`src/rtl/fspag_consts.svh`:
```
// Constants for the flash self-program access guard
`ifndef FSPAG_CONSTS_SVH
`define FSPAG_CONSTS_SVH

// -----------------------------------------------------------------------------
// Address geometry
// -----------------------------------------------------------------------------
`define FSPAG_ADDR_W 12
`define FSPAG_PAGE_W 7
`define FSPAG_STALLING_REGION_START_PAGE 7'h60
// Boot size setting -> first boot page (setting 11 = smallest section)
`define FSPAG_BOOT_PAGE_SZ0 7'h60
`define FSPAG_BOOT_PAGE_SZ1 7'h70
`define FSPAG_BOOT_PAGE_SZ2 7'h78
`define FSPAG_BOOT_PAGE_SZ3 7'h7c

// -----------------------------------------------------------------------------
// Protection field encodings and reset values
// -----------------------------------------------------------------------------
`define FSPAG_PROT_FREE 2'h3
`define FSPAG_PROT_NOWRITE 2'h2
`define FSPAG_PROT_LOCKED 2'h0
`define FSPAG_PROT_NOREAD 2'h1

`endif

```
`src/rtl/fspag_pkg.sv`:
```
// Types shared by the flash self-program access guard
package fspag_pkg;

	typedef enum logic [1:0] {
		FSPAG_OP_LOAD,
		FSPAG_OP_ERASE,
		FSPAG_OP_WRITE,
		FSPAG_OP_REENABLE
	} fspag_op_type;

	typedef struct packed {
		logic valid;
		fspag_op_type op;
		logic [6:0] page;
	} fspag_req_type;

	typedef enum logic [1:0] {
		FSPAG_IDLE,
		FSPAG_BUSY_RWW,
		FSPAG_BUSY_STALLING_REGION
	} fspag_state_type;

endpackage : fspag_pkg

```
`src/rtl/fspag_guard.sv`:
```
// Access guard and stall control for flash self-programming
`timescale 1ns/1ns
`default_nettype none
`include "fspag_consts.svh"

// How it works
// Program requests from application code are refused.
// Boot code may program any page, boot pages included, if protection allows.
// Boot boundary follows the boot size setting input.
// Concurrent-region programming keeps CPU running; only stalling-region reads allowed.
// Stalling-region programming halts the CPU for the whole operation.
// Software must not read the concurrent region while it is busy.
// Software should mask interrupts or move vectors to boot while busy.
// Boot section always lies inside the stalling region.
// Region busy flag is one while the concurrent region is blocked.
// Software clears the busy flag before using concurrent-region code again.
// Busy clears on re-enable after completion, or on a buffer load.
// Two separate protection fields, application and boot.
// Protection bits only go programmed; chip erase restores them. Here sys_rst_i restores them too.
// Lock mode 2 never blocks store-program writes.
// Lock mode 3 never blocks program loads or store-program writes.
// Field 11 imposes no restriction.
// Application field 10 or 00 blocks writes to application.
// Application field 00 or 01 blocks boot loads from application.
// Application field 00/01 with boot vectors masks interrupts in application.
// Boot field 10 or 00 blocks writes to boot.
// Boot field 00 or 01 blocks application loads from boot.
// Boot field 00/01 with application vectors masks interrupts in boot.
// Stall holds fetch until the flash reports done, then resumes.
module fspag_guard
(
	// Clock and reset
	input wire logic mclk_i,
	input wire logic sys_rst_i,
	// Configuration
	input wire logic [1:0] boot_size_setting_i,
	input wire logic vectors_in_boot_i,
	input wire logic [1:0] lock_mode_i,
	// Protection field programming
	input wire logic prot_set_i,
	input wire logic [3:0] prot_data_i,
	input wire logic chip_erase_i,
	// CPU side
	input wire logic [6:0] pc_page_i,
	input wire fspag_pkg::fspag_req_type spm_req_i,
	input wire logic lpm_req_i,
	input wire logic [6:0] lpm_page_i,
	input wire logic [6:0] fetch_page_i,
	// Flash side
	input wire logic flash_done_i,
	// Results to CPU and flash
	output logic spm_accept_o,
	output logic spm_refuse_o,
	output fspag_pkg::fspag_req_type flash_cmd_o,
	output logic lpm_allow_o,
	output logic fetch_allow_o,
	output logic cpu_stall_o,
	output logic irq_mask_o,
	output logic region_busy_flag_o,
	output logic [1:0] app_protect_o,
	output logic [1:0] boot_protect_o
);

	// -------------------------------------------------------------------------
	// State
	// -------------------------------------------------------------------------
	typedef struct packed {
		fspag_pkg::fspag_state_type fsm;
		logic [1:0] app_prot;
		logic [1:0] boot_prot;
		logic busy;
		logic accept;
		logic refuse;
		fspag_pkg::fspag_req_type cmd;
		logic lpm_allow;
		logic fetch_allow;
		logic stall;
		logic irq_mask;
	} fspag_state_all_type;

	fspag_state_all_type st;
	fspag_state_all_type next_st;

	logic pc_boot;
	logic tgt_boot;
	logic tgt_stall;
	logic lpm_boot;
	logic lpm_stall;
	logic fetch_stall;

	// -------------------------------------------------------------------------
	// Section decode
	// -------------------------------------------------------------------------
	fspag_section_decode u_pc_dec (
		.page_i(pc_page_i),
		.boot_size_setting_i(boot_size_setting_i),
		.in_boot_o(pc_boot),
		.in_stall_o()
	);

	fspag_section_decode u_tgt_dec (
		.page_i(spm_req_i.page),
		.boot_size_setting_i(boot_size_setting_i),
		.in_boot_o(tgt_boot),
		.in_stall_o(tgt_stall)
	);

	fspag_section_decode u_lpm_dec (
		.page_i(lpm_page_i),
		.boot_size_setting_i(boot_size_setting_i),
		.in_boot_o(lpm_boot),
		.in_stall_o(lpm_stall)
	);

	fspag_section_decode u_fetch_dec (
		.page_i(fetch_page_i),
		.boot_size_setting_i(boot_size_setting_i),
		.in_boot_o(),
		.in_stall_o(fetch_stall)
	);

	// -------------------------------------------------------------------------
	// Protection decode
	// -------------------------------------------------------------------------
	function automatic logic write_blocked(input logic [1:0] f);
		write_blocked = (f == `FSPAG_PROT_NOWRITE) || (f == `FSPAG_PROT_LOCKED);
	endfunction : write_blocked

	function automatic logic read_blocked(input logic [1:0] f);
		read_blocked = (f == `FSPAG_PROT_LOCKED) || (f == `FSPAG_PROT_NOREAD);
	endfunction : read_blocked

	// -------------------------------------------------------------------------
	// Access and interrupt decode
	// -------------------------------------------------------------------------
	// Erase and write start the array; load and re-enable only touch buffer or flag
	function automatic logic is_program_op(input fspag_pkg::fspag_op_type op);
		is_program_op = (op == fspag_pkg::FSPAG_OP_ERASE) || (op == fspag_pkg::FSPAG_OP_WRITE);
	endfunction : is_program_op

	// Fields only lose bits; a one in the data leaves the bit as it was
	function automatic logic [1:0] field_program(input logic [1:0] cur, input logic [1:0] data);
		field_program = cur & data;
	endfunction : field_program

	// A write is judged by the field of the section it targets
	function automatic logic write_permitted(
		input logic into_boot,
		input logic [1:0] app_f,
		input logic [1:0] boot_f
	);
		write_permitted = into_boot ? !write_blocked(boot_f) : !write_blocked(app_f);
	endfunction : write_permitted

	// A load is judged by the field of the section it reads, never by its own
	function automatic logic load_permitted(
		input logic from_boot,
		input logic into_boot,
		input logic [1:0] app_f,
		input logic [1:0] boot_f
	);
		if (from_boot && !into_boot)
		begin
			load_permitted = !read_blocked(app_f);
		end
		else if (!from_boot && into_boot)
		begin
			load_permitted = !read_blocked(boot_f);
		end
		else
		begin
			load_permitted = 1'b1;
		end
	endfunction : load_permitted

	// Masking applies only when the vectors sit in the other section
	function automatic logic irq_masked(
		input logic from_boot,
		input logic vec_boot,
		input logic [1:0] app_f,
		input logic [1:0] boot_f
	);
		if (!from_boot && vec_boot)
		begin
			irq_masked = read_blocked(app_f);
		end
		else if (from_boot && !vec_boot)
		begin
			irq_masked = read_blocked(boot_f);
		end
		else
		begin
			irq_masked = 1'b0;
		end
	endfunction : irq_masked

	// -------------------------------------------------------------------------
	// Next state
	// -------------------------------------------------------------------------
	always_comb
	begin
		logic prog_op;
		logic wr_ok;
		logic busy_now;
		logic lpm_gate;
		prog_op = 1'b0;
		wr_ok = 1'b0;
		busy_now = 1'b0;
		lpm_gate = 1'b0;
		next_st = st;
		next_st.accept = 1'b0;
		next_st.refuse = 1'b0;
		next_st.cmd = '0;

		// Bits only move towards programmed; chip erase and sys_rst_i release them
		if (chip_erase_i)
		begin
			next_st.app_prot = `FSPAG_PROT_FREE;
			next_st.boot_prot = `FSPAG_PROT_FREE;
		end
		else if (prot_set_i && pc_boot)
		begin
			next_st.app_prot = field_program(st.app_prot, prot_data_i[1:0]);
			next_st.boot_prot = field_program(st.boot_prot, prot_data_i[3:2]);
		end

		// Lock mode is deliberately not consulted anywhere below
		prog_op = is_program_op(spm_req_i.op);
		wr_ok = write_permitted(tgt_boot, st.app_prot, st.boot_prot);

		case (st.fsm)
			fspag_pkg::FSPAG_IDLE:
			begin
				if (spm_req_i.valid)
				begin
					// Refusals leave busy and the protection fields untouched
					if (!pc_boot)
					begin
						next_st.refuse = 1'b1;
					end
					else if (prog_op && !wr_ok)
					begin
						next_st.refuse = 1'b1;
					end
					else
					begin
						next_st.accept = 1'b1;
						next_st.cmd = spm_req_i;
						if (prog_op && tgt_stall)
						begin
							next_st.fsm = fspag_pkg::FSPAG_BUSY_STALLING_REGION;
						end
						else if (prog_op)
						begin
							next_st.fsm = fspag_pkg::FSPAG_BUSY_RWW;
							next_st.busy = 1'b1;
						end
						else if (spm_req_i.op == fspag_pkg::FSPAG_OP_LOAD)
						begin
							next_st.busy = 1'b0;
						end
						else
						begin
							next_st.busy = 1'b0;
						end
					end
				end
			end
			fspag_pkg::FSPAG_BUSY_RWW:
			begin
				// Busy must outlive the operation, so re-enable waits for idle
				if (spm_req_i.valid)
				begin
					next_st.refuse = 1'b1;
				end
				if (flash_done_i)
				begin
					next_st.fsm = fspag_pkg::FSPAG_IDLE;
				end
			end
			fspag_pkg::FSPAG_BUSY_STALLING_REGION:
			begin
				// The CPU is frozen here, so no request can arrive
				if (flash_done_i)
				begin
					next_st.fsm = fspag_pkg::FSPAG_IDLE;
				end
			end
			default:
			begin
				next_st.fsm = fspag_pkg::FSPAG_IDLE;
			end
		endcase

		busy_now = next_st.busy;
		next_st.stall = (next_st.fsm == fspag_pkg::FSPAG_BUSY_STALLING_REGION);
		// Fetch freezes with the CPU and keeps off the busy region
		next_st.fetch_allow = !next_st.stall && (!busy_now || fetch_stall);

		// Loads stop with the CPU and keep off the busy region
		lpm_gate = lpm_req_i && !next_st.stall && (!busy_now || lpm_stall);
		if (lpm_gate)
		begin
			next_st.lpm_allow = load_permitted(pc_boot, lpm_boot, st.app_prot, st.boot_prot);
		end
		else
		begin
			next_st.lpm_allow = 1'b0;
		end

		// Interrupt masking by the section the code runs from
		next_st.irq_mask = irq_masked(pc_boot, vectors_in_boot_i, st.app_prot, st.boot_prot);
	end

	// -------------------------------------------------------------------------
	// Registers
	// -------------------------------------------------------------------------
	always_ff @(posedge mclk_i)
	begin
		if (sys_rst_i)
		begin
			st <= '0;
			st.fsm <= fspag_pkg::FSPAG_IDLE;
			st.app_prot <= `FSPAG_PROT_FREE;
			st.boot_prot <= `FSPAG_PROT_FREE;
			// Nothing is pending out of reset, so fetch starts allowed
			st.fetch_allow <= 1'b1;
		end
		else
		begin
			st <= next_st;
		end
	end

	// -------------------------------------------------------------------------
	// Output drive
	// -------------------------------------------------------------------------
	assign spm_accept_o = st.accept;
	assign spm_refuse_o = st.refuse;
	assign flash_cmd_o = st.cmd;
	assign lpm_allow_o = st.lpm_allow;
	assign fetch_allow_o = st.fetch_allow;
	assign cpu_stall_o = st.stall;
	assign irq_mask_o = st.irq_mask;
	assign region_busy_flag_o = st.busy;
	assign app_protect_o = st.app_prot;
	assign boot_protect_o = st.boot_prot;

endmodule : fspag_guard
`default_nettype wire

```
`src/rtl/fspag_section_decode.sv`:
```
// Section decode of a flash page against the boot and stalling-region limits
`timescale 1ns/1ns
`default_nettype none
`include "fspag_consts.svh"

module fspag_section_decode
(
	// Page under test
	input wire logic [6:0] page_i,
	// Boot size setting
	input wire logic [1:0] boot_size_setting_i,
	// Results
	output logic in_boot_o,
	output logic in_stall_o
);

	logic [6:0] boot_start;

	always_comb
	begin
		case (boot_size_setting_i)
			2'h0: boot_start = `FSPAG_BOOT_PAGE_SZ0;
			2'h1: boot_start = `FSPAG_BOOT_PAGE_SZ1;
			2'h2: boot_start = `FSPAG_BOOT_PAGE_SZ2;
			default: boot_start = `FSPAG_BOOT_PAGE_SZ3;
		endcase
	end

	// Every boot start is at or above the stalling start, so boot stays inside it
	assign in_boot_o = page_i >= boot_start;
	assign in_stall_o = page_i >= `FSPAG_STALLING_REGION_START_PAGE;

endmodule : fspag_section_decode
`default_nettype wire

```
`config.mk`:
```
export PLATFORM = sky130hd
export DESIGN_NAME = fspag_guard
export DESIGN_NICKNAME = d
export VERILOG_FILES = /design/src/rtl/fspag_pkg.sv /design/src/rtl/fspag_guard.sv /design/src/rtl/fspag_section_decode.sv
export VERILOG_INCLUDE_DIRS = /design/src /design/src/rtl
export SDC_FILE = /design/constraint.sdc
export NUM_CORES = 1
export LEC_CHECK = 0
export ABC_AREA = 1
export BUFFER_PORTS_ARGS = -buffer_cell sky130_fd_sc_hd__buf_2
export CAP_MARGIN = 10
export CORE_MARGIN = 2
export CORE_UTILIZATION = 48
export CTS_CLUSTER_SIZE = 12
export DETAILED_ROUTE_END_ITERATION = 6
export GPL_TIMING_DRIVEN = 0
export PLACE_DENSITY_LB_ADDON = 0.15
export SYNTH_ARGS = -nofsm -noshare
export SYNTH_HDL_FRONTEND = slang
export SYNTH_SLANG_ARGS = --single-unit
```
`constraint.sdc`:
```
create_clock -name mclk_i -period 4 [get_ports mclk_i]
set_clock_uncertainty 0.1 [all_clocks]
set_input_delay 0.4 -clock mclk_i [delete_from_list [all_inputs] [get_ports mclk_i]]
set_output_delay 0.4 -clock mclk_i [all_outputs]
set_load 0.01 [all_outputs]
```
* Yosys cells after proc, flatten, opt, wreduce, memory -nomap -nowiden
Index checks and enable logic that the tools add are counted.
** Word-level totals
- Flip-flop bits (word level) :: 23
- Latch bits :: 0
- Memory bits (writable) :: 0
- Memory bits (read-only) :: 0
- Input port bits :: 46
- Output and inout bits :: 21
- Word-level logic and storage cells :: 97
- Memories :: 0
** Cells by class
- Add/sub/neg operators :: 0
- Multiply operators :: 0
- Divide/modulo/power cells :: 0
- Order comparisons :: 6
- Equality and inequality tests :: 11
- Shift operators :: 0
- Multiplexer cells :: 25
- Bitwise operators :: 6
- Reduce and logical (&&, ||, !) cells :: 36
** Operators by type and width (count)
- $ge 7x7->1 :: 3
- $ge 7x7->1 const B :: 3
- $mux 10 :: 2
- $mux 2 :: 9
- $pmux 5 s3 :: 1
- $mux 13 :: 1
- $eq 2x2->1 const B :: 6
- $eq 2x1->1 const B :: 5
- $logic_and 1x1->1 :: 10
- $logic_not 1->1 :: 10
- $mux 1 :: 10
- $logic_not 2->1 :: 4
- $logic_or 1x1->1 :: 7
- $reduce_or 2->1 :: 3
- $reduce_or 5->1 :: 1
- $and 2x2->2 :: 2
- $not 1->1 :: 4
- $pmux 2 s2 :: 1
- $reduce_or 4->1 :: 1
- $pmux 1 s2 :: 1

* Longest topological paths before layout
Gate-level depths: netlist of the first run.
- Word-level depth :: 16
- Depth in mapped cells :: 17
- Gate-level depth less buffers :: 17

* Cells and area by module
From an unflattened synthesis of the first run, not the netlist that was laid out.
** Unflattened totals
- Cells, all modules :: 256
- Area, all modules :: 1627.8 um^2
** Modules (own cells, without submodules)
- fspag_guard :: times used 1, cells each 144, area an instance 1077.3 um^2, sequential area each 440.4 um^2
- fspag_section_decode :: times used 4, cells each 28, area an instance 137.6 um^2, sequential area each 0.0 um^2

* Least setup slack after synthesis of the first run
Ideal clock, no wire load.
- Path kind :: input port to flip-flop
- Start :: input port boot_size_setting_i[1]
- End :: register st, in the netlist fetch_allow_o
- Setup time :: 0.116 ns
- Arrival :: 1.640 ns
- Required time :: 3.784 ns
- Path slack :: 2.143 ns
- Stages :: 14
- Path buffers :: 0
- Cell sequence :: nand2_1 > inv_1 > ha_1 > nand3_1 > nand2_1 > nand2_1 > nand2_1 > nand2_2 > nor2_4 > nand3_1 > nand2_1 > o21ai_1 > nor3b_2 > nor2_2
** Between the ends
- Word-level cells in the longest chain between the ends :: 13
- Elaborated cells on any way between the ends :: 22
- Those cells by class :: order compare: 2; eq/ne: 3; mux: 10; reduce/logical: 7
** Ends and longest elaborated chain
- start, declared :: RTL line fspag_guard.sv:36 : input wire logic [1:0] boot_size_setting_i,
- $eq 2x2->1 (tied with other cells)
- $pmux 5 s3 (*) :: RTL line fspag_section_decode.sv:21 : case (boot_size_setting_i)
- $ge 7x7->1 :: RTL line fspag_section_decode.sv:30 : assign in_boot_o = page_i >= boot_start;
- $mux 1 :: RTL line fspag_guard.sv:152 : write_permitted = into_boot ? !write_blocked(boot_f) : !write_blocked(app_f);
- $logic_not 1->1 :: RTL line fspag_guard.sv:241 : else if (prog_op && !wr_ok)
- $logic_and 1x1->1 :: RTL line fspag_guard.sv:241
- $mux 2 :: RTL line fspag_guard.sv:241
- $mux 2 :: RTL line fspag_guard.sv:237 : if (!pc_boot)
- $mux 2 / $mux 13 (equally long branches) :: RTL line fspag_guard.sv:234 : if (spm_req_i.valid)
- $pmux 2 s2 / $mux 2 (equally long branches) :: RTL line fspag_guard.sv:231 : case (st.fsm)
- $eq 2x2->1 / $logic_not 1->1 (equally long branches) :: RTL line fspag_guard.sv:296, fspag_guard.sv:298
- $logic_not 1->1 / $logic_or 1x1->1 (equally long branches) :: RTL line fspag_guard.sv:298 : next_st.fetch_allow = !next_st.stall && (!busy_now || fetch_stall);
- $logic_and 1x1->1 (*) :: RTL line fspag_guard.sv:298
- end signal, assigned :: RTL line fspag_guard.sv:331 : st <= next_st;
- end, declared :: RTL line fspag_guard.sv:81 : fspag_state_all_type st;
Every way passes the cells marked *; elsewhere a longest branch is shown, timed or not.
A chain may end at the register's enable or synchronous reset.

* Worst setup path in the final report of the first run
Ends and elaborated chain as after synthesis.

==> flow_metrics.tcl, run 1 <==
set metrics [dict create \
    avgViaCountPerCell 4.36 \
    max_stage_delay_ns 0.28 \
    finalPower_uw 429 \
    root_buffer "clkbuf_4" \
    clock-sinks 22 \
    hold_class "in2reg" \
    numCtsBuffers 3 \
    crit_chain "buf_2 > nand2_1 > inv_1 > ha_1 > nand3_1 > nand2_1 > nand2_1 > nand2_1 > nand2_2 > nor2_4 > nand3_1 > nand2_1 > nand3_2 > nand2_2 > nand2_2 > nor2_4 > nor2_2" \
    die_area_um2 3070 \
    n_antenna_cell 0 \
    post-place-ws_ns 1.82 \
    fin_area_um2 1640 \
    end_kind "flip-flop" \
    clkTransAtPathRegs_ns 0.12 \
    status "finished, final reports clean" \
    syn_inst 173 \
    routabilityCongestion 0.781 \
    crit_path_frequent_cell "nand2_1" \
    fin_util_pct 65.6 \
    yosysWarnings 0 \
    postRouteAntennaNets 0 \
    io_buffers 59 \
    grt_usage_pct 17.7 \
    die_h_um 55.4 \
    placed_cell_area_um2 1600 \
    cts_buffer_depth 2 \
    finalHoldViolCount 0 \
    netlist_area_um2 1270 \
    crit_type "in2reg" \
    power_leakage_uw 0.000944 \
    fin_crit_ns 1.83 \
    syn_avg_cell_area_um2 7.34 \
    rsz0062_at_grt "no" \
    slew_violations 0 \
    hpwl_um 2010 \
    crit_slowest_cell "ha_1" \
    grt_overflow_total 0 \
    ys_types 24 \
    cts_tree "done" \
    cts_resized 0 \
    finalCritPeriodShare_pct 45.9 \
    slew-limit-headroom_pct 75.7 \
    tns_ns 0 \
    powerDensity_nw_per_um2 262 \
    drc 0 \
    start_kind "input port" \
    cp.required_ns 4.11 \
    wl_per_cell_um 8.95 \
    drive_gt1_share_pct 40.3 \
    synth_nets 228 \
    crit_arrival_ns 1.95 \
    clk-insertion-delay-late_ns 0.30 \
    wirelength_um 2380 \
    setup_viol 0 \
    cap_violations 0 \
    routed-via-count 1160 \
    initial_core_util_pct 50.8 \
    grt_max_degree 13 \
    final_nets 292 \
    layout.cells.most_common_list "59 x buf_2, 30 x inv_1, 28 x nand2_1, 22 x nor2_1, 22 x dfxtp_1" \
    grt_pass1_vias 1140 \
    worst_pin_slew_ns 0.362 \
    cts_setup_buffers 0 \
    die_w_um 55.4 \
    io_pins 67 \
    syn_to_final_growth_pct 29.1 \
    ir_worst_vdd_uv 194 \
    core_um2 2500 \
    synth.ff_latch_count 22 \
    holdBufCountCts 0 \
    antenna_found_initial 0 \
    nFillCells 253 \
    drt_iter0_markers 11 \
    crit_fanout 6 \
    clock.fmax_mhz 545 \
    ys_seq_area_share_pct 34.7 \
    rows 18 \
    setup_slack_ns 2.17 \
    grt_pass1_wl_um 4440 \
    final_common_cell "buf_2" \
    drt_first_pass_iters 4 \
    htree_levels 1 \
]
[worst paths after layout]
kind,startpoint,end,cells past startpoint,slack [ns]
worst max-delay path,boot_size_setting_i[1],fetch_allow_o$_SDFF_PP1_,17,2.17
worst min-delay path,chip_erase_i,boot_protect_o[0]$_SDFFE_PP1P_,3,0.20
worst max register to register,st[21]$_SDFF_PP0_,fetch_allow_o$_SDFF_PP1_,9,2.35
worst min register to register,boot_protect_o[1]$_SDFFE_PP1P_,boot_protect_o[1]$_SDFFE_PP1P_,2,0.39
[power by group]
| group | internal, uW | switching (uW) | total, uW |
|---|---|---|---|
| Clock | 55.6 | 65.2 | 121 |
| Sequential | 224 | 2.42 | 227 |
| Combinational | 36.5 | 45.1 | 81.6 |
| Total | 316 | 113 | 429 |
[synth_stat cells]
library cell,instances,area [um^2]
a21boi_0,1,7.51
a21oi_1,5,25.0
a21oi_2,1,8.76
buf_4,14,105
dfxtp_1,22,440
ha_1,9,113
inv_1,30,113
inv_2,1,3.75
nand2_1,28,105
nand2_2,6,37.5
nand3_1,11,55.1
nand3_2,2,20.0
nand3b_1,1,7.51
nand4_1,1,6.26
nor2_1,22,82.6
nor2_2,2,12.5
nor2_4,4,45.0
nor3_1,4,20.0
nor3b_2,1,12.5
o211ai_1,1,7.51
o21ai_0,4,20.0
o21ai_1,1,5.00
o21ai_2,1,8.76
xnor2_1,1,8.76
[registers in the layout, indices dropped and copies added, names as in the netlist]
signal / cells
spm_accept_o: 1
irq_mask_o: 1
st: 2
app_protect_o: 2
region_busy_flag_o: 1
cpu_stall_o: 1
boot_protect_o: 2
spm_refuse_o: 1
flash_cmd_o: 9
lpm_allow_o: 1
fetch_allow_o: 1
[metrics by stage]
stage                     hold WS, ns  cells
after floorplan                 0.350    173
after global placement          0.366    262
after detailed placement        0.374    262
after CTS                       0.191    266
after global routing            0.177    266
final                           0.204    266
[worst max-delay path: cells and delay by family]
family / cells / cell delay (ns)
fa+ha+maj: 1 / 0.28
simple gates: 14 / 1.06
buf+inv: 2 / 0.19
[area by class of cell]
class | count | area [um^2] | area share (%)
plain buffers | 14 | 105 | 6.41
well taps | 30 | 37.5 | 2.29
clock buffers | 4 | 36.3 | 2.21
inverters | 31 | 116 | 7.10
multi-input cells | 106 | 608 | 37.1
repair buffers | 59 | 295 | 18.0
flip-flops and latches | 22 | 440 | 26.9
[layer usage]
| metal | share of wire [%] | vias up | wire [um] | global-route usage, % |
|---|---|---|---|---|
| met3 | 6.0 | 2 | 142 | 3.51 |
| met5 | 0 | - | 0 | 0 |
| met1 | 46 | 478 | 1100 | 21.6 |
| met4 | 0.67 | 0 | 16 | 5.23 |
| met2 | 47 | 32 | 1120 | 31.3 |
| li1 | - | 648 | - | - |
[cells by family (layout without fill, tap and decap cells)]
group | after synthesis | count (layout) | share of synthesized area [%]
buffers and inverters | 45 | 108 | 17.4
adders and majority gates | 9 | 9 | 8.87
DFF | 22 | 22 | 34.7
and+or+nand+nor | 82 | 82 | 31.8
AOI/OAI and AO/OA | 14 | 14 | 6.50
xor gates and xnor gates | 1 | 1 | 0.690
(Power assumes the default switching activity.)
==> run 2: changes to the inputs <==
--- a/config.mk
+++ b/config.mk
@@ -10,7 +10,7 @@
 export BUFFER_PORTS_ARGS = -buffer_cell sky130_fd_sc_hd__buf_2
 export CAP_MARGIN = 10
 export CORE_MARGIN = 2
-export CORE_UTILIZATION = 48
+export CORE_UTILIZATION = 40
 export CTS_CLUSTER_SIZE = 12
 export DETAILED_ROUTE_END_ITERATION = 6
 export GPL_TIMING_DRIVEN = 0
==> constraint.sdc (replaced) <==
create_clock -name mclk_i -period 1.5 [get_ports mclk_i]
set_clock_uncertainty 0.1 [all_clocks]
set_input_delay 0.15 -clock mclk_i [delete_from_list [all_inputs] [get_ports mclk_i]]
set_output_delay 0.15 -clock mclk_i [all_outputs]
set_load 0.01 [all_outputs]
==> flow_metrics.tcl, run 2 (same netlist as run 1, synthesis figures left out) <==
set metrics [dict create \
    status "finished, final reports clean" \
    postRouteAntennaNets 0 \
    reg2reg_slack_ns 0.009 \
    r2r-start "st[21]$_SDFF_PP0_" \
    antenna_found_initial 0 \
    clkTransAtPathRegs_ns 0.11 \
    final_nets 307 \
    core_um2 3030 \
    routed-via-count 1261 \
    finalHoldViolCount 0 \
    max_stage_delay_ns 0.38 \
    rows 20 \
    cp_top_family "simple AND/OR/NAND/NOR gates" \
    die_h_um 60.3 \
    n_antenna_cell 0 \
    rsz0062_at_grt "yes" \
    fin_util_pct 63.8 \
    drt_first_pass_iters 4 \
    syn_to_final_growth_pct 52.0 \
    die_area_um2 3640 \
    die_w_um 60.3 \
    multi_input_area_um2 716 \
    worst_pin_slew_ns 0.462 \
    final_common_cell "buf_2" \
    start_kind "flip-flop" \
    nFillCells 293 \
    crit_chain "inv_2 > ha_4 > nand2_2 > nor2_4 > nand3_1 > nand2_2 > o21ai_2 > nor3b_2 > nor2_2" \
    cts_tree "done" \
    power_leakage_uw 0.00102 \
    grt_pass1_vias 1117 \
    cp.depth 9 \
    drc 0 \
    ir_worst_vdd_uv 431 \
    crit_start "st[21]$_SDFF_PP0_" \
    io_pins 67 \
    clock.fmax_mhz 671 \
    avgViaCountPerCell 4.29 \
    root_buffer "clkbuf_4" \
    powerDensity_nw_per_um2 600 \
    cts_buffer_depth 2 \
    slew_violations 0 \
    regArea_um2 445 \
    crit_slowest_cell "dfxtp_4" \
    numCtsBuffers 3 \
    grt_usage_pct 16.8 \
    io_buffers 59 \
    crit_path_frequent_cell "nand2_2" \
    end_kind "flip-flop" \
    largest_reg_flops 9 \
    wirelength_um 2770 \
    drt_iter0_markers 33 \
    grt_pass1_wl_um 4530 \
    holdWs_ns 0.0106 \
    grt_overflow_total 0 \
    clk-insertion-delay-late_ns 0.30 \
    clock-sinks 22 \
    hold_class "in2reg" \
    drive_gt1_share_pct 47.2 \
    finalCritPeriodShare_pct 99.4 \
    crit_type "reg2reg" \
    grt_max_degree 12 \
    wl_per_cell_um 9.42 \
    routabilityCongestion 0.779 \
    cap_violations 0 \
    setup_viol 0 \
    critPathBufInv 1 \
    hpwl_um 2080 \
    layout.cells.most_common_list "57 x buf_2, 27 x inv_1, 22 x nor2_1, 21 x nand2_1, 20 x dfxtp_1" \
    crit_arrival_ns 1.60 \
    crit_fanout 5 \
    htree_levels 1 \
    hold_start "sys_rst_i" \
    ff2ff_path_depth 9 \
    cp.required_ns 1.61 \
    slew-limit-headroom_pct 69.0 \
    fin_crit_ns 1.49 \
    hold_depth 2 \
    initial_core_util_pct 41.9 \
]
-- run 2: changes by cell type in the layout (fill, tap and decap cells not counted), moves of 3 or more --
cell / change
buf_4: +3
dlygate4sd3_1: +12
ha_1: -3
ha_4: +3
inv_1: -3
nand2_1: -7
nand2_2: +4
nand3_1: -5
nand3_2: +5
-- run 2: where the power goes --
group	switching [uW]	internal (uW)
Clock	163	93.7
Combinational	151	146
Sequential	6.97	597
Total	322	837
-- run 2: path summary, 6_finish.rpt --
| check | endpoint |
|---|---|
| max | fetch_allow_o$_SDFF_PP1_ |
| min | st[21]$_SDFF_PP0_ |
| max reg2reg | fetch_allow_o$_SDFF_PP1_ |
| min reg2reg | boot_protect_o[1]$_SDFFE_PP1P_ |
-- run 2: timing repair --
| action | CTS | global route |
|---|---|---|
| buffers inserted | 2 | 1 |
| setup endpoints to repair | 3 | 5 |
| pin swaps | 10 | 16 |
| hold buffers | 12 | 0 |
| resized for setup | 12 | 12 |
| hold endpoints to repair | 11 | 0 |
-- run 2: area by class of cell --
| class | count | share of cell area (%) |
|---|---|---|
| multi-input combinational | 106 | 37.1 |
| buffer | 14 | 5.44 |
| tap | 44 | 2.85 |
| timing repair buffer | 74 | 24.0 |
| clock buffer | 3 | 1.17 |
| inverter | 31 | 6.42 |
| sequential | 22 | 23.1 |
-- run 2: stage by stage --
step           area [um^2]  total power (uW)  TNS (ns)  cells  worst slack (ns)
6_report              1930              1160         0    294           0.00929
5_1_grt               1930              1220    -0.365    294            -0.107
4_1_cts               1890              1150         0    293          0.000972
3_5_place_dp          1690               858     -4.22    276            -0.387
3_3_place_gp          1690               856     -4.15    276            -0.380
2_1_floorplan         1340               765    -0.159    173           -0.0771
-- run 2: routing by layer --
metal  part of all wire, %  up-vias  global-route usage [%]
li1                      -      679                       -
met3                   5.7        4                    4.05
met4                   1.2        0                    4.76
met2                    52       36                    30.9
met1                    41      542                    19.3
met5                     0        -                       0
==> run 3: changes to the inputs <==
--- a/config.mk
+++ b/config.mk
@@ -10,11 +10,12 @@
 export BUFFER_PORTS_ARGS = -buffer_cell sky130_fd_sc_hd__buf_2
 export CAP_MARGIN = 10
 export CORE_MARGIN = 2
-export CORE_UTILIZATION = 40
+export CORE_UTILIZATION = 43
 export CTS_CLUSTER_SIZE = 12
 export DETAILED_ROUTE_END_ITERATION = 6
 export GPL_TIMING_DRIVEN = 0
 export PLACE_DENSITY_LB_ADDON = 0.15
 export SYNTH_ARGS = -nofsm -noshare
 export SYNTH_HDL_FRONTEND = slang
+export SYNTH_HIERARCHICAL = 1
 export SYNTH_SLANG_ARGS = --single-unit
==> flow_metrics.tcl, run 3 <==
set metrics [dict create \
    layout.cells.non_filler 357 \
    hold_class "in2reg" \
    violations "negative setup slack" \
    drt_iter0_markers 55 \
    netlist_area_um2 1500 \
    clock.fmax_mhz 645 \
    dp.cells 334 \
    nFillCells 299 \
    finalCritPeriodShare_pct 103 \
    grt_max_degree 14 \
    yosysWarnings 6 \
    crit_fanout 8 \
    cts_buffer_depth 2 \
    grt_pass1_wl_um 5180 \
    die_w_um 63.0 \
    drive_gt1_share_pct 42.4 \
    power_frac_seq_pct 42.5 \
    crit_arrival_ns 1.69 \
    slew-limit-headroom_pct 84.1 \
    drt_first_pass_iters 4 \
    power_leakage_uw 0.00131 \
    setup_viol 3 \
    rsz0062_at_grt "yes" \
    postRouteAntennaNets 0 \
    powerDensity_nw_per_um2 628 \
    worst_pin_slew_ns 0.238 \
    clk-insertion-delay-late_ns 0.32 \
    cp.required_ns 1.64 \
    fin_area_um2 2270 \
    clkPwrFrac_pct 32.1 \
    avgViaCountPerCell 4.15 \
    antenna_found_initial 0 \
    die_area_um2 3970 \
    wirelength_um 3180 \
    initial_core_util_pct 44.9 \
    rows 21 \
    fin_util_pct 67.9 \
    largest_reg_flops 9 \
    io_buffers 58 \
    setup_slack_ns -0.0509 \
    status "finished, violations left" \
    p_comb_share_pct 25.3 \
    layout.cells.most_common_list "57 x buf_2, 51 x inv_1, 48 x nand2_1, 26 x nor2_1, 20 x dfxtp_1" \
    final_nets 370 \
    slew_violations 0 \
    start_kind "input port" \
    clkTransAtPathRegs_ns 0.13 \
    grt_overflow_total 0 \
    syn_avg_cell_area_um2 6.51 \
    crit_type "in2reg" \
    end_kind "flip-flop" \
    syn_inst 230 \
    fin_crit_ns 1.55 \
    wl_per_cell_um 8.91 \
    root_buffer "clkbuf_4" \
    ir_worst_vdd_uv 376 \
    finalPower_uw 1420 \
    htree_levels 1 \
    intPower_uw 1050 \
    numCtsBuffers 3 \
    cts_tree "done" \
    routed-via-count 1481 \
    syn_to_final_growth_pct 51.4 \
    grt_usage_pct 16.2 \
    die_h_um 63.0 \
    routabilityCongestion 0.779 \
    hpwl_um 2260 \
    grt_pass1_vias 1329 \
    drc 0 \
    switchingPower_uw 373 \
    n_antenna_cell 0 \
    finalHoldViolCount 0 \
    final_common_cell "buf_2" \
    io_pins 67 \
    sw_frac_of_total_pct 26.2 \
    cap_violations 0 \
    core_um2 3340 \
    tns_ns -0.104 \
    synth_nets 288 \
    clock-sinks 22 \
    placed_cell_area_um2 1870 \
]
run 3: what timing repair did:
action | CTS | global route
endpoints found under the setup margin | 14 | 14
endpoints found under the hold margin | 13 | 0
hold buffers | 14 | 0
buffers inserted | 4 | 1
pin swaps | 21 | 13
gates resized for setup | 26 | 15
run 3: metrics by stage:
| step | setup slack (ns) | hold WS [ns] |
|---|---|---|
| after floorplan | -0.117 | 0.162 |
| after detailed placement | -0.540 | 0.278 |
| after CTS | -0.0272 | 0.00374 |
| after global routing | -0.170 | 0.00314 |
| final | -0.0509 | 0.0125 |
| after global placement | -0.519 | 0.274 |
run 3: worst max-delay path, cell delays in order:
cell and delay, ns:
buf_12 0.12, nor2_4 0.11, ha_4 0.22, nand2_2 0.05
nor2_1 0.04, nand2_1 0.07, nand3_2 0.12, nand2_2 0.12
nand3_4 0.10, nand2_4 0.09, nand2_2 0.06, nand2_2 0.07
nor2_4 0.04, nor2_4 0.12, nand3_2 0.10, nand2_2 0.08
inv_1 0.03
run 3: final cells by class:
class	instances	area (um^2)	area share, %
Buffer	15	110	4.86
Clock buffer	3	22.5	0.993
Clock inverter	1	30.0	1.32
Inverter	59	221	9.77
Multi-Input combinational cell	134	885	39.0
Sequential cell	22	443	19.5
Tap cell	46	57.6	2.54
Timing Repair Buffer	77	498	22.0
run 3: path summary, 6_finish.rpt:
kind / startpoint / end / slack (ns) / cells after the start
max reg2reg: st[22]$_SDFF_PP0_ / fetch_allow_o$_SDFF_PP1_ / 0.02 / 11
min reg2reg: boot_protect_o[0]$_SDFFE_PP1P_ / boot_protect_o[0]$_SDFFE_PP1P_ / 0.40 / 2
max: boot_size_setting_i[1] / lpm_allow_o$_SDFF_PP0_ / -0.05 / 17
min: spm_req_i[9] / spm_refuse_o$_SDFF_PP0_ / 0.01 / 3
run 3: routing by layer:
layer	vias up	GRT usage (%)	share of wire [%]
met5	-	0	0
met4	0	5.56	1.1
met3	4	3.78	5.3
met2	43	29.0	47
met1	615	18.7	46
li1	819	-	-
run 3: power by group through the flow:
| stage | logic [uW] | registers, uW | clock network [uW] |
|---|---|---|---|
| floorplan | 165 | 622 | 0 |
| global placement | 267 | 618 | 0 |
| detailed placement | 269 | 619 | 0 |
| CTS | 340 | 605 | 466 |
| global route | 404 | 608 | 498 |
| finish | 360 | 605 | 457 |
